## src/include/amc_pkg.sv

```systemverilog
`default_nettype none
package amc_pkg;
	// ****************************************************
	// Bus and register map
	// ****************************************************
	localparam int ADDR_W = 16;
	localparam int DATA_W = 8;
	localparam logic [15:0] OFS_RISE = 16'hFF48;
	localparam logic [15:0] OFS_FALL = 16'hFF49;
	localparam logic [15:0] OFS_MODE = 16'hFF80;
	localparam logic [15:0] OFS_CHAN = 16'hFF81;
	localparam logic [15:0] OFS_RES_LO = 16'hFF82;
	localparam logic [15:0] OFS_RES_HI = 16'hFF83;
	localparam logic [15:0] OFS_STATUS = 16'hFF84;
	localparam logic [7:0] RST_MODE = 8'h00;
	localparam logic [3:0] RST_CHAN = 4'h0;
	localparam logic [5:0] RST_EDGE = 6'h00;
	localparam logic [9:0] RST_RESULT = 10'h000;

	// ****************************************************
	// Field positions
	// ****************************************************
	localparam int MODE_ENABLE_BIT = 7;
	localparam int MODE_SRC_BIT = 6;
	localparam int MODE_TIME_HI = 5;
	localparam int MODE_TIME_LO = 3;
	localparam int MODE_TRIG_RISE_BIT = 2;
	localparam int MODE_TRIG_FALL_BIT = 1;
	localparam int MODE_BOOST_BIT = 0;
	localparam int CHAN_W = 4;
	localparam int EXT_IRQ_NUM = 6;
	localparam int SHARED_PINS = 8;
	localparam int RES_W = 10;
	localparam int RES_PAD = 6;

	// ****************************************************
	// Conversion timing
	// ****************************************************
	localparam logic [2:0] TIME_144 = 3'h0;
	localparam logic [2:0] TIME_576 = 3'h4;
	localparam logic [2:0] TIME_480 = 3'h5;
	localparam logic [2:0] TIME_384 = 3'h6;
	localparam int CONV_CLK_144 = 144;
	localparam int CONV_CLK_576 = 576;
	localparam int CONV_CLK_480 = 480;
	localparam int CONV_CLK_384 = 384;
	localparam int SAMPLE_STEPS = 2;
	localparam int CONV_STEPS = SAMPLE_STEPS + RES_W;
	localparam int STEP_W = 8;
	localparam logic [7:0] STEP_144 = 8'(CONV_CLK_144 / CONV_STEPS);
	localparam logic [7:0] STEP_576 = 8'(CONV_CLK_576 / CONV_STEPS);
	localparam logic [7:0] STEP_480 = 8'(CONV_CLK_480 / CONV_STEPS);
	localparam logic [7:0] STEP_384 = 8'(CONV_CLK_384 / CONV_STEPS);

	typedef enum logic [1:0] {SEQ_IDLE, SEQ_SAMPLE, SEQ_DECIDE} amc_seq_e;
endpackage
`default_nettype wire

```

## src/core/amc_edge_sync.sv

```systemverilog
`default_nettype none
module amc_edge_sync #(
	parameter int WIDTH = 7
) (
	// Clock and reset
	input wire logic sys_clk,
	input wire logic rst_n,
	// Raw pins and edge selection
	input wire logic [WIDTH-1:0] raw,
	input wire logic [WIDTH-1:0] rise_en,
	input wire logic [WIDTH-1:0] fall_en,
	// One-cycle edge pulses
	output logic [WIDTH-1:0] pulse
);
	import amc_pkg::*;

	typedef struct packed {
		logic [WIDTH-1:0] meta;
		logic [WIDTH-1:0] sync;
		logic [WIDTH-1:0] prev;
		logic [WIDTH-1:0] pulse;
	} amc_edge_s;

	amc_edge_s cur;
	amc_edge_s next_cur;

	initial begin
		if (WIDTH < 1) $error("amc_edge_sync: WIDTH must be positive");
	end

	always_comb begin
		next_cur = cur;
		next_cur.meta = raw;
		next_cur.sync = cur.meta;
		next_cur.prev = cur.sync;
		next_cur.pulse = (cur.sync & ~cur.prev & rise_en) |
			(~cur.sync & cur.prev & fall_en);
	end

	always_ff @(posedge sys_clk) begin
		if (!rst_n) begin
			cur <= '0;
		end else begin
			cur <= next_cur;
		end
	end

	assign pulse = cur.pulse;
endmodule
`default_nettype wire

```

## src/core/amc_sar_seq.sv

```systemverilog
`default_nettype none
module amc_sar_seq (
	// Clock and reset
	input wire logic sys_clk,
	input wire logic rst_n,
	// Control
	input wire logic start,
	input wire logic abort,
	input wire logic [amc_pkg::STEP_W-1:0] step_len,
	// Analog side
	input wire logic comparator_high,
	output logic sampling,
	output logic [amc_pkg::RES_W-1:0] trial,
	// Status and result
	output logic busy,
	output logic done,
	output logic [amc_pkg::RES_W-1:0] result
);
	import amc_pkg::*;

	typedef struct packed {
		amc_seq_e state;
		logic [STEP_W-1:0] cnt;
		logic [3:0] bitn;
		logic [RES_W-1:0] trial;
		logic [RES_W-1:0] result;
		logic done;
		logic cmp_meta;
		logic cmp_sync;
	} amc_sar_s;

	amc_sar_s cur;
	amc_sar_s next_cur;

	always_comb begin
		logic [RES_W-1:0] tmp;
		tmp = cur.trial;
		next_cur = cur;
		next_cur.done = 1'b0;
		next_cur.cmp_meta = comparator_high;
		next_cur.cmp_sync = cur.cmp_meta;
		if (abort) begin
			next_cur.state = SEQ_IDLE;
			next_cur.trial = '0;
		end else begin
			unique case (cur.state)
				SEQ_IDLE: begin
					if (start) begin
						next_cur.state = SEQ_SAMPLE;
						next_cur.cnt = STEP_W'((step_len << 1) - 8'h01);
						next_cur.trial = '0;
					end
				end
				SEQ_SAMPLE: begin
					if (cur.cnt == '0) begin
						next_cur.state = SEQ_DECIDE;
						next_cur.bitn = 4'(RES_W - 1);
						next_cur.trial = 10'h200;
						next_cur.cnt = step_len - 8'h01;
					end else begin
						next_cur.cnt = cur.cnt - 8'h01;
					end
				end
				SEQ_DECIDE: begin
					// Each trial stands a full step, so the two sync
					// cycles on the comparator never cut a decision short
					if (cur.cnt == '0) begin
						if (!cur.cmp_sync) tmp[cur.bitn] = 1'b0;
						if (cur.bitn == 4'h0) begin
							next_cur.result = tmp;
							next_cur.done = 1'b1;
							next_cur.state = SEQ_IDLE;
						end else begin
							tmp[cur.bitn - 4'h1] = 1'b1;
							next_cur.bitn = cur.bitn - 4'h1;
							next_cur.cnt = step_len - 8'h01;
						end
						next_cur.trial = tmp;
					end else begin
						next_cur.cnt = cur.cnt - 8'h01;
					end
				end
				default: next_cur.state = SEQ_IDLE;
			endcase
		end
	end

	always_ff @(posedge sys_clk) begin
		if (!rst_n) begin
			cur <= '{state: SEQ_IDLE, result: RST_RESULT, default: '0};
		end else begin
			cur <= next_cur;
		end
	end

	assign busy = (cur.state != SEQ_IDLE);
	assign sampling = (cur.state == SEQ_SAMPLE);
	assign trial = cur.trial;
	assign done = cur.done;
	assign result = cur.result;
endmodule
`default_nettype wire

```

## src/core/amc_top.sv

```systemverilog
// Notes on behaviour
// Mode bit 7 enables conversion; clearing it stops activity; resets zero.
// Mode bit 6 picks software start (0) or external trigger (1).
// Mode bits 5:3 set conversion length: 144, 576, 480 or 384 clocks.
// Software avoids time codes 001, 010 and unlisted codes.
// Mode bits 2:1 pick trigger edge: none, falling, rising, both.
// Mode bit 0 runs the reference booster.
// Software turns the booster on before enabling conversion.
// Software waits 14 us between booster on and conversion enable.
// Software clears conversion enable before clearing booster enable.
// Software stops conversion before changing the time field.
// Channel select low four bits pick input 0 to 9; upper bits read 0.
// Channel select is written as a whole byte and resets to zero.
// Shared pins stay digital inputs except the selected channel.
// Software avoids reading the shared port during conversion.
// Rising and falling enable registers hold six bits, reset zero.
// Rising/falling pair per input selects none, fall, rise or both.
// Hardware start: one conversion per trigger edge; channel write aborts.
// Software start: repeats; channel write restarts on the new channel.
// Mode write with enable low stops at once; result and irq together.
// Sequencer counts the length and decides ten bits, MSB first.
//
// The address-and-strobe port was chosen for this implementation.
`default_nettype none
module amc_top (
	// Clock and reset
	input wire logic sys_clk,
	input wire logic rst_n,
	// Register port
	input wire logic [amc_pkg::ADDR_W-1:0] reg_addr,
	input wire logic [amc_pkg::DATA_W-1:0] reg_wdata,
	input wire logic reg_write,
	input wire logic reg_read,
	output logic [amc_pkg::DATA_W-1:0] reg_rdata,
	// Trigger and external interrupt pins
	input wire logic external_conv_trigger,
	input wire logic [amc_pkg::EXT_IRQ_NUM-1:0] ext_irq_input,
	output logic [amc_pkg::EXT_IRQ_NUM-1:0] ext_irq_edge,
	// Analog front end
	input wire logic comparator_high,
	output logic sample_enable,
	output logic [amc_pkg::RES_W-1:0] sar_trial,
	output logic booster_enable,
	output logic [amc_pkg::CHAN_W-1:0] channel_code,
	// Shared port pins
	output logic [amc_pkg::SHARED_PINS-1:0] digital_input_enable,
	// Conversion status
	output logic conversion_busy,
	output logic conversion_end_irq,
	output logic [amc_pkg::RES_W-1:0] conversion_result
);
	import amc_pkg::*;

	// ****************************************************
	// State
	// ****************************************************
	typedef struct packed {
		logic [DATA_W-1:0] mode;
		logic [CHAN_W-1:0] chan;
		logic [EXT_IRQ_NUM-1:0] rise;
		logic [EXT_IRQ_NUM-1:0] fall;
		logic [SHARED_PINS-1:0] din_en;
		logic [DATA_W-1:0] rdata;
	} amc_top_s;

	amc_top_s cur;
	amc_top_s next_cur;

	logic wr_mode;
	logic wr_chan;
	logic wr_rise;
	logic wr_fall;
	logic abort;
	logic start;
	logic sw_go;
	logic hw_go;
	logic conv_on;
	logic hw_start;
	logic [STEP_W-1:0] step_len;
	logic [EXT_IRQ_NUM:0] edge_pulse;
	logic seq_busy;
	logic seq_done;
	logic [RES_W-1:0] seq_result;

	// ****************************************************
	// Register decode
	// ****************************************************
	assign wr_mode = reg_write && (reg_addr == OFS_MODE);
	assign wr_chan = reg_write && (reg_addr == OFS_CHAN);
	assign wr_rise = reg_write && (reg_addr == OFS_RISE);
	assign wr_fall = reg_write && (reg_addr == OFS_FALL);

	assign conv_on = cur.mode[MODE_ENABLE_BIT];
	assign hw_start = cur.mode[MODE_SRC_BIT];

	// ****************************************************
	// Conversion length
	// ****************************************************
	// Forbidden codes fall back to the shortest setting, 144 clocks,
	// so a stray write never yields an undersized conversion
	always_comb begin
		unique case (cur.mode[MODE_TIME_HI:MODE_TIME_LO])
			TIME_144: step_len = STEP_144;
			TIME_576: step_len = STEP_576;
			TIME_480: step_len = STEP_480;
			TIME_384: step_len = STEP_384;
			default: step_len = STEP_144;
		endcase
	end

	// ****************************************************
	// Pin synchronisers and edge selection
	// ****************************************************
	amc_edge_sync #(
		.WIDTH(EXT_IRQ_NUM + 1)
	) u_edges (
		.sys_clk(sys_clk),
		.rst_n(rst_n),
		.raw({external_conv_trigger, ext_irq_input}),
		.rise_en({cur.mode[MODE_TRIG_RISE_BIT], cur.rise}),
		.fall_en({cur.mode[MODE_TRIG_FALL_BIT], cur.fall}),
		.pulse(edge_pulse)
	);

	assign ext_irq_edge = edge_pulse[EXT_IRQ_NUM-1:0];

	// ****************************************************
	// Start and abort
	// ****************************************************
	// Any write to mode or channel sends the sequencer back to idle;
	// the start is held off for that cycle so the new settings apply
	assign abort = wr_mode || wr_chan;
	// Software start relaunches in the cycle the result lands
	assign sw_go = conv_on && !hw_start && !seq_busy;
	// Edges that arrive mid-conversion are dropped, not queued
	assign hw_go = conv_on && hw_start && !seq_busy &&
		edge_pulse[EXT_IRQ_NUM];
	assign start = (sw_go || hw_go) && !abort;

	amc_sar_seq u_seq (
		.sys_clk(sys_clk),
		.rst_n(rst_n),
		.start(start),
		.abort(abort),
		.step_len(step_len),
		.comparator_high(comparator_high),
		.sampling(sample_enable),
		.trial(sar_trial),
		.busy(seq_busy),
		.done(seq_done),
		.result(seq_result)
	);

	// ****************************************************
	// Register file
	// ****************************************************
	always_comb begin
		next_cur = cur;
		if (wr_mode) begin
			next_cur.mode = reg_wdata;
		end
		if (wr_chan) begin
			next_cur.chan = reg_wdata[CHAN_W-1:0];
		end
		if (wr_rise) begin
			next_cur.rise = reg_wdata[EXT_IRQ_NUM-1:0];
		end
		if (wr_fall) begin
			next_cur.fall = reg_wdata[EXT_IRQ_NUM-1:0];
		end
		for (int i = 0; i < SHARED_PINS; i++) begin
			next_cur.din_en[i] = (next_cur.chan != CHAN_W'(i));
		end
		next_cur.rdata = '0;
		if (reg_read) begin
			unique case (reg_addr)
				OFS_MODE: next_cur.rdata = cur.mode;
				OFS_CHAN: next_cur.rdata = {4'h0, cur.chan};
				OFS_RISE: next_cur.rdata = {2'h0, cur.rise};
				OFS_FALL: next_cur.rdata = {2'h0, cur.fall};
				OFS_RES_LO: next_cur.rdata = {seq_result[1:0], 6'h00};
				OFS_RES_HI: next_cur.rdata = seq_result[RES_W-1:2];
				OFS_STATUS: next_cur.rdata = {7'h00, seq_busy};
				default: next_cur.rdata = '0;
			endcase
		end
	end

	always_ff @(posedge sys_clk) begin
		if (!rst_n) begin
			cur.mode <= RST_MODE;
			cur.chan <= RST_CHAN;
			cur.rise <= RST_EDGE;
			cur.fall <= RST_EDGE;
			cur.din_en <= 8'hFE;
			cur.rdata <= 8'h00;
		end else begin
			cur <= next_cur;
		end
	end

	// ****************************************************
	// Outputs
	// ****************************************************
	assign reg_rdata = cur.rdata;
	assign booster_enable = cur.mode[MODE_BOOST_BIT];
	assign channel_code = cur.chan;
	assign digital_input_enable = cur.din_en;
	assign conversion_busy = seq_busy;
	assign conversion_end_irq = seq_done;
	assign conversion_result = seq_result;
endmodule
`default_nettype wire

```

## config.mk

```make
export PLATFORM = sky130hd
export DESIGN_NAME = amc_top
export DESIGN_NICKNAME = d
export VERILOG_FILES = /design/src/include/amc_pkg.sv /design/src/core/amc_edge_sync.sv /design/src/core/amc_sar_seq.sv /design/src/core/amc_top.sv
export SDC_FILE = /design/constraint.sdc
export NUM_CORES = 1
export LEC_CHECK = 0
export ABC_AREA = 1
export BUFFER_PORTS_ARGS = -buffer_cell sky130_fd_sc_hd__clkbuf_2
export CAP_MARGIN = 20
export CORE_MARGIN = 4
export CORE_UTILIZATION = 57
export CTS_CLUSTER_DIAMETER = 80
export DETAILED_ROUTE_END_ITERATION = 8
export PLACE_DENSITY = 0.81
export SYNTH_ARGS = -nofsm -noshare
export SYNTH_HDL_FRONTEND = slang
export SYNTH_SLANG_ARGS = --single-unit
```

## constraint.sdc

```tcl
create_clock -name sys_clk -period 2.2 [get_ports sys_clk]
set_input_delay 0.33 -clock sys_clk [delete_from_list [all_inputs] [get_ports sys_clk]]
set_output_delay 0.33 -clock sys_clk [all_outputs]
set_load 0.01 [all_outputs]
```

==> results of run 1 <==
-- cell type report --
cell class	instances	share of cell area
Timing Repair Buffer	92	0.0843
Tap cell	108	0.0238
Multi-Input combinational cell	462	0.406
Clock buffer	9	0.0219
Inverter	116	0.0770
Sequential cell	105	0.371
Clock inverter	7	0.0157
-- power by group through the flow --
stage                     Sequential (mW)  Combinational, mW  Clock, mW
after floorplan                      2.24               1.57          0
after global placement               2.28               1.88          0
after detailed placement             2.29               1.92          0
after CTS                            2.24               1.94       1.27
after global routing                 2.27               2.21       1.35
final                                2.25               1.96       1.25
-- cell families after synthesis --
kind of cell | Yosys count | share of synthesized area
AOI/OAI and AO/OA | 130 | 0.133
xor gates and xnor gates | 4 | 0.00664
adders and majority gates | 14 | 0.0332
buffers and inverters | 178 | 0.165
DFF | 105 | 0.399
and+or+nand+nor | 314 | 0.264
-- worst min path at each step --
stage / startpoint / endpoint / slack (ps) / cells after the start
global placement: u_edges.cur[25] / u_edges.cur[18] / 390 / 2
CTS: ext_irq_input[1] / u_edges.cur[22] / 110 / 3
floorplan: u_edges.cur[21] / u_edges.cur[14] / 390 / 2
global route: ext_irq_input[3] / u_edges.cur[24] / 120 / 3
finish: ext_irq_input[1] / u_edges.cur[22] / 120 / 3
detailed placement: u_edges.cur[21] / u_edges.cur[14] / 400 / 2
-- routing by layer --
| metal | up-vias | part of all wire | global-route usage |
|---|---|---|---|
| li1 | 2389 | - | - |
| met1 | 2139 | 0.48 | 0.301 |
| met2 | 134 | 0.45 | 0.358 |
| met3 | 14 | 0.055 | 0.0459 |
| met4 | 0 | 0.013 | 0.0608 |
| met5 | - | 0 | 0 |
-- placed cells by master, fill, tap and decap left out, types with 2 or more instances in the layout --
cell and n:
o21ai_0 59, nor2_1 94, a21oi_1 51, inv_6 2
o22ai_1 2, nand3_1 25, nand2_1 141, inv_1 109
clkbuf_2 85, nand3_2 2, o221ai_1 2, nor3_1 16
nand4_1 14, ha_1 14, nor2_4 5, clkbuf_8 9
xor2_1 2, a211oi_1 2, buf_4 7, xnor2_1 2
o21a_1 3, inv_8 2, inv_2 6, o21ai_1 2
o31ai_1 4, o21ai_2 3, clkinv_8 2, nand2_2 6
dfxtp_1 105, nor2_2 5
-- metrics by stage --
step / hold slack (ps) / utilization / instances
2_1_floorplan: 390 / - / 745
3_3_place_gp: 393 / 0.617 / 883
3_5_place_dp: 401 / 0.617 / 883
4_1_cts: 114 / 0.641 / 899
5_1_grt: 118 / 0.641 / 899
6_report: 124 / 0.641 / 899
-- flip-flops by register name, indices dropped and copies added (netlist names) --
register	count
u_edges.cur	21
cur	18
u_seq.cur	16
u_seq.result	10
u_seq.trial	10
digital_input_enable	8
reg_rdata	8
u_edges.pulse	7
channel_code	4
booster_enable	1
conv_on	1
u_seq.done	1
-- worst max-delay path: stages, from the launching register on --
cell and delay (ps):
dfxtp_1 460, inv_1 190, ha_1 300, nand2_1 110, nor2_1 50, nor3_1 190, nand3_1 250, o21ai_0 250
a21oi_1 70
==> flow_summary.toml, run 1 <==
[clock_network]
postCtsResizedCells = 0
cts-hold-fix-buffers = 0
cts_setup_buffers = 0
clk_pin_slew_ps = 120
h-tree-depth = 3
clock_sinks = 105
cts_tree = "built"
clk_latency_ps = 380
cts_root_buf = "clkbuf_8"
numCtsBuffers = 9
clock_path_buffers = 2

[power]
leakagePower_nw = 2.81
combPwrFrac = 0.359
vdd_drop_max_uv = 452
p_switching_mw = 2.26
intPower_mw = 3.20
totalPowerFinal_mw = 5.46
switching_share = 0.414
p_per_area_mw_per_mm2 = 964
pwr-share-clk = 0.229
power_frac_seq = 0.412

[worst_setup_path]
startpoint = "u_seq.cur[23]"
r2r_start = "u_seq.cur[23]"
cp-start-kind = "register"
crit_path_end = "u_seq.cur[24]"
required_ps = 2450
crit_fanout = 8
timing.rr.end = "u_seq.cur[24]"
end_kind = "register"
reg2reg_depth = 8
critPathKind = "reg2reg"
worstPathArrival_ps = 2250
reg2reg_slack_ps = 200

[synth]
synth_area_mm2 = 0.00527
synth_top_cell_area_share = 0.399
synth_area_leader_cell = "dfxtp_1"
async_reset_ff_frac = 0
ys.flop_type = "dfxtp_1"
synth-seq-cells = 105
synthTopCellsByArea = "dfxtp_1 (40%), nand2_1 (10%), inv_1 (7.8%), buf_4 (6.8%), nor2_1 (6.7%)"
yosys-top-cells-count = "nand2_1 (141), inv_1 (109), dfxtp_1 (105), nor2_1 (94), o21ai_0 (59)"
syn_inst = 745
syn_nets = 795
synth_seq_area_share = 0.399
synth_edf_count = 0
synth.avg_cell_area_um2 = 7.08
yosysWarnings = 0
synth_most_common_cell = "nand2_1"
synth_cell_types = 38

[global_routing]
overflow = 0
groute.usage.overall = 0.222
grt_pass1_wl_um = 20000
grt_max_degree = 41
antenna_found_initial = 0
grt_pass1_vias = 4343

[timing]
min_period_over_period = 0.908
setup_viol = 0
tightestPinTransition_ps = 813
maxSlewHeadroom = 0.456
period_minus_slack_ps = 2000
final-hold-violation-count = 0
fin_worst_skew_ps = 11.1
rsz0062_at_grt = "no"
final.setup.worst_slack_ps = 203
slew_violations = 0
fmax_mhz = 501
fin_setup_tns_ps = 0

[floorplanning]
initial_utilization = 0.596
dieArea_mm2 = 0.0109
die_w_um = 104
die_h_um = 104
core_mm2 = 0.00885
row_count = 34
io_pins = 86

[finish]
drive_above_1_share = 0.178
nets = 836
fin_area_mm2 = 0.00567
antenna_cells = 0
fillers = 795
syn2layout_area_growth_pct = 7.47
seqCellArea_mm2 = 0.00210
multi_input_area_mm2 = 0.00230

[routing]
num_vias = 4676
drt-total-wl_um = 12200
drt_iter0_drc = 283
drc = 0
wl_per_cell_um = 13.6
drtAntennaViolNets = 0
drtPass1Iterations = 5
viasPerCell = 5.20

[placement]
portBuffers = 85
dp_hpwl_um = 9410
gp_routability_congestion = 0.894
place_area_mm2 = 0.00546
dp_slack_ps = 152

[outcome]
status = "finished, final reports clean"

[flow_run]
drv_cap = 0

[worst_hold_path]
hold_class = "in2reg"
Power figures use the tool's default switching activity.
==> inputs of run 2 (changes only) <==
Settings changed: REMOVE_ABC_BUFFERS set to 1.
==> run 2 against run 1 <==
First-iteration DRC count rose by 9.5%. Sequential cell count stayed put. Clock power hardly changed. Register-to-register slack better by 20 ps. Non-clock buffer count up 4. Wire length grew 0.32%. Via count unchanged. Combinational power hardly changed. Sequential share of layout area is 0.18 points lower. Core utilization grew 0.31 points. Critical path type unchanged. Critical endpoint is now u_seq.cur[23].
==> flow_summary.toml, run 2 (same netlist as run 1, synthesis figures left out) <==
[worst_hold_path]
holdPathStages = 3
hold_class = "in2reg"
worstHoldStart = "ext_irq_input[0]"
hold-path-endpoint = "u_edges.cur[21]"

[clock_network]
cts_root_buf = "clkbuf_8"
cts_tree = "built"
clock_sinks = 105
cts-hold-fix-buffers = 0
clk_pin_slew_ps = 120
cts_setup_buffers = 0
h-tree-depth = 3
clk_latency_ps = 380
numCtsBuffers = 9
clock_path_buffers = 2

[worst_setup_path]
cp-start-kind = "register"
r2r_start = "u_seq.cur[23]"
timing.rr.end = "u_seq.cur[23]"
path_buf_inv = 1
critPathKind = "reg2reg"
crit_chain = "inv_1, ha_1, nand2_1, nor2_1, nor3_1, nand3_2, o21ai_0, a21oi_1"
crit_family = "simple AND/OR/NAND/NOR gates"
reg2reg_depth = 8
worstPathArrival_ps = 2250
slowest_stage = "dfxtp_1"
crit_fanout = 8
reg2reg_slack_ps = 220
required_ps = 2470
slowest_delay_ps = 440
end_kind = "register"

[timing]
maxSlewHeadroom = 0.495
tightestPinTransition_ps = 755
slew_violations = 0
period_minus_slack_ps = 1980
setup_viol = 0
rsz0062_at_grt = "no"
fmax_mhz = 505
final-hold-violation-count = 0
fin_worst_skew_ps = 8.91
min_period_over_period = 0.899
fin_setup_tns_ps = 0

[power]
vdd_drop_max_uv = 489
p_per_area_mw_per_mm2 = 961
switching_share = 0.413
p_switching_mw = 2.26
pwr-share-clk = 0.225
leakagePower_nw = 2.83
power_frac_seq = 0.411
intPower_mw = 3.21
totalPowerFinal_mw = 5.47
combPwrFrac = 0.364

[global_routing]
overflow = 0
antenna_found_initial = 0
grt_pass1_vias = 4469
grt_max_degree = 37
grt_pass1_wl_um = 20800
groute.usage.overall = 0.233

[finish]
syn2layout_area_growth_pct = 8.00
top_register = "u_edges.cur"
finalCoreUtilization = 0.644
largest_reg_flops = 21
stdcell_count = 903
final_cell_mix = "nand2_1 (141), inv_1 (109), dfxtp_1 (105)"
antenna_cells = 0
top_regs = "u_edges.cur x21, cur x18, u_seq.cur x16"
drive_above_1_share = 0.184
final_common_cell = "nand2_1"
nets = 840

[routing]
drtPass1Iterations = 5
viasPerCell = 5.18
drtAntennaViolNets = 0
wl_per_cell_um = 13.6
drt_iter0_drc = 310
drt-total-wl_um = 12300
num_vias = 4676
drc = 0

[floorplanning]
row_count = 34
die_h_um = 104
die_w_um = 104
initial_utilization = 0.596
io_pins = 86
dieArea_mm2 = 0.0109
core_mm2 = 0.00885

[placement]
gp_routability_congestion = 0.960
dp_hpwl_um = 9610
portBuffers = 85
numPlacedInstances = 887

[flow_run]
drv_cap = 0

[outcome]
status = "finished, final reports clean"
## run 2: cell types whose count changed in the layout (fill, tap and decap cells not counted)
cell      previous run  this run
clkinv_4             0         1
nand3_2              2         3
nand3_1             25        24
clkinv_8             2         1
buf_4                7        11
## run 2: worst max-delay path by stage
| stage | start | to | slack, ps | cells past startpoint |
|---|---|---|---|---|
| global route | u_seq.cur[23] | u_seq.cur[23] | 70 | 8 |
| CTS | u_seq.cur[23] | u_seq.cur[23] | 170 | 8 |
| global placement | u_seq.cur[23] | u_seq.cur[25] | 250 | 8 |
| floorplan | reg_addr[14] | u_seq.trial[0] | 430 | 11 |
| detailed placement | u_seq.cur[23] | u_seq.cur[23] | 190 | 8 |
| finish | u_seq.cur[23] | u_seq.cur[23] | 220 | 8 |
## run 2: routing by layer
layer / vias to the layer above / global-route usage / part of all wire
met2: 156 / 0.388 / 0.47
li1: 2400 / - / -
met4: 0 / 0.0950 / 0.025
met1: 2093 / 0.300 / 0.44
met5: - / 0 / 0
met3: 27 / 0.0391 / 0.060
## run 2: power groups by stage
stage	clock network, mW	registers, mW	logic [mW]
5_1_grt	1.34	2.28	2.27
3_5_place_dp	0	2.29	1.96
2_1_floorplan	0	2.29	1.35
6_report	1.23	2.25	1.99
4_1_cts	1.24	2.25	1.98
3_3_place_gp	0	2.28	1.92
## run 2: repair_timing
| action | 4_1_cts | 5_1_grt |
|---|---|---|
| hold endpoints to repair | 0 | 0 |
| gates resized for setup | 0 | 1 |
| setup endpoints to repair | 0 | 2 |
## run 2: area by class of cell
| class | instances | area (um^2) |
|---|---|---|
| Fill cell | 809 | 3150 |
| Multi-Input combinational cell | 462 | 2310 |
| Sequential cell | 105 | 2100 |
| Timing Repair Buffer | 96 | 508 |
| Inverter | 116 | 437 |
| Tap cell | 108 | 135 |
| Clock buffer | 9 | 124 |
| Clock inverter | 7 | 81.3 |
## run 2: tightest hold or removal path, delay by kind of cell
family	cells	cell delay, ps
simple gates	1	40
buf+inv	2	110
## run 2: stage by stage
step / cell area (um^2) / hold slack, ps / setup slack [ps]
floorplan: 4840 / 390 / 430
global placement: 5490 / 392 / 252
detailed placement: 5490 / 402 / 189
CTS: 5690 / 114 / 174
global route: 5700 / 109 / 65.4
finish: 5700 / 120 / 222
==> inputs of run 3 (changes only) <==
Settings changed: SYNTH_HIERARCHICAL set to 1.
==> run 3 against run 2 <==
Wire length rose by 4.2%. Via count rose by 5.1%. Sequential cell count did not move. Worst setup slack got worse by 100 ps. Critical path type unchanged.
==> flow_summary.toml, run 3 <==
[finish]
largest_reg_flops = 21
final_common_cell = "nand2_1"
top_regs = "u_edges/cur x21, cur x18, u_seq/cur x16"
drive_above_1_share = 0.214
syn2layout_area_growth_pct = 8.16
nets = 885
fillers = 852
finalCoreUtilization = 0.640
antenna_cells = 0
final_cell_mix = "nand2_1 (149), inv_1 (123), dfxtp_1 (103)"
fin_area_mm2 = 0.00597
stdcell_count = 969
top_register = "u_edges/cur"

[worst_setup_path]
end_kind = "register"
crit_path_end = "u_seq/trial[0]"
cp.depth = 12
path_buf_inv = 4
slowest_delay_ps = 360
reg2reg_depth = 12
required_ps = 2500
worstPathArrival_ps = 2380
reg2reg_slack_ps = 120
critPathKind = "reg2reg"
startpoint = "u_seq/cur[35]"
crit_chain = "inv_2, ha_1, inv_1, nor4_2, nor2_1, nor2_1, inv_1, nor2_4, nand4_1, clkinvlp_4, nand2_1, a21oi_1"
slowest_stage = "dfxtp_2"
crit_family = "simple AND/OR/NAND/NOR gates"
timing.rr.end = "u_seq/trial[0]"
crit_fanout = 5
r2r_start = "u_seq/cur[35]"
cp-start-kind = "register"

[power]
pwr-share-clk = 0.186
switching_share = 0.434
p_per_area_mw_per_mm2 = 994
p_switching_mw = 2.58
power_frac_seq = 0.378
vdd_drop_max_uv = 937
combPwrFrac = 0.436
intPower_mw = 3.36
leakagePower_nw = 2.88

[synth]
synth-seq-cells = 105
synth_cell_types = 41
yosys-top-cells-count = "nand2_1 (149), inv_1 (125), dfxtp_1 (105), nor2_1 (68), a21oi_1 (58)"
synth_top_cell_area_share = 0.381
synthTopCellsByArea = "dfxtp_1 (38%), nand2_1 (10%), inv_1 (8.5%), buf_4 (6.7%), a21oi_1 (5.3%)"
synth_seq_area_share = 0.381
synth_area_leader_cell = "dfxtp_1"
syn_inst = 779
synth_edf_count = 0
async_reset_ff_frac = 0
synth_most_common_cell = "nand2_1"
synth.avg_cell_area_um2 = 7.08
yosysWarnings = 6
ys.flop_type = "dfxtp_1"
synth_area_mm2 = 0.00552

[floorplanning]
dieArea_mm2 = 0.0113
io_pins = 86
row_count = 35
core_mm2 = 0.00933
die_w_um = 106
die_h_um = 106
initial_utilization = 0.592

[placement]
portBuffers = 85
place_area_mm2 = 0.00576
dp_hpwl_um = 9860
gp_routability_congestion = 0.916
numPlacedInstances = 952

[global_routing]
grt_max_degree = 26
grt_pass1_wl_um = 21100
groute.usage.overall = 0.231
antenna_found_initial = 0
grt_use_met2 = 0.400
grt_pass1_vias = 4633
overflow = 0
grt_use_met3 = 0.0595
grt_use_met1 = 0.279
busiest_layer = "met2"

[clock_network]
cts_tree = "built"
cts_root_buf = "clkbuf_8"
clk_latency_ps = 370
h-tree-depth = 3
clock_path_buffers = 2
clock_sinks = 105
cts-hold-fix-buffers = 0
cts_setup_buffers = 0
numCtsBuffers = 9
postCtsResizedCells = 0
clk_pin_slew_ps = 100

[worst_hold_path]
hold_class = "in2reg"

[timing]
rsz0062_at_grt = "yes"
maxSlewHeadroom = 0.651
final-hold-violation-count = 0
period_minus_slack_ps = 2080
hold_slack_ps = 132
min_period_over_period = 0.946
fin_setup_tns_ps = 0
setup_viol = 0
tightestPinTransition_ps = 520
slew_violations = 0
fmax_mhz = 480
fin_worst_skew_ps = 8.70

[outcome]
status = "finished, final reports clean"

[routing]
num_vias = 4913
viasPerCell = 5.07
drtAntennaViolNets = 0
drt-total-wl_um = 12800
drt_iter0_drc = 275
wl_per_cell_um = 13.2
drtPass1Iterations = 5
drc = 0

[flow_run]
drv_cap = 0
run 3: changes by cell type in the layout (fill, tap and decap cells not counted), moves of 8 or more:
cell / change
o21ai_1: +12
nand3_1: +11
nand2_1: +8
nor2_1: -26
nand2_2: +8
inv_1: +14
conb_1: +8
run 3: logic make-up after synthesis:
kind of cell | count (synthesis) | synth area share
compound gates | 146 | 0.143
xor+xnor | 3 | 0.00476
fa+ha+maj | 14 | 0.0317
buf+inv | 197 | 0.179
flops | 105 | 0.381
other cells | 1 | 0.000680
simple gates | 313 | 0.260
run 3: worst min-delay path, stage by stage:
cell	delay, ps
clkbuf_2	70
nand2_1	40
inv_1	40
run 3: worst min-delay path by stage:
| stage | slack (ps) | start | cells after the start | end |
|---|---|---|---|---|
| 4_1_cts | 120 | ext_irq_input[4] | 3 | u_edges/cur[25] |
| 5_1_grt | 120 | ext_irq_input[4] | 3 | u_edges/cur[25] |
| 6_report | 130 | comparator_high | 3 | u_seq/cur[1] |
| 2_1_floorplan | 390 | u_edges/cur[25] | 2 | u_edges/cur[18] |
| 3_5_place_dp | 400 | u_edges/cur[24] | 2 | u_edges/cur[17] |
| 3_3_place_gp | 400 | u_edges/cur[25] | 2 | u_edges/cur[18] |
run 3: per-layer routing:
layer / part of all wire / up-vias
met3: 0.071 / 27
met4: 0.019 / 0
met1: 0.42 / 2196
met5: 0 / -
met2: 0.49 / 194
li1: - / 2496
run 3: area by class of cell:
class	instances	area [um^2]	share of cell area
Clock buffer	10	128	0.0214
Clock inverter	6	48.8	0.00818
Inverter	133	505	0.0847
Multi-Input combinational cell	484	2470	0.413
Sequential cell	105	2100	0.353
Tap cell	129	161	0.0270
Timing Repair Buffer	101	546	0.0914
Timing Repair inverter	1	7.51	0.00126
run 3: power by group through the flow:
stage	registers, mW	clock network [mW]	logic, mW
6_report	2.24	1.10	2.59
5_1_grt	2.26	1.21	2.93
4_1_cts	2.23	1.14	2.52
3_5_place_dp	2.27	0	2.50
3_3_place_gp	2.27	0	2.45
2_1_floorplan	2.25	0	1.79
run 3: metrics by stage:
step | worst slack, ps | total power, mW
floorplan | 59.1 | 4.04
global placement | 137 | 4.72
detailed placement | 57.1 | 4.77
CTS | 259 | 5.89
global route | -90.0 | 6.40
finish | 118 | 5.93
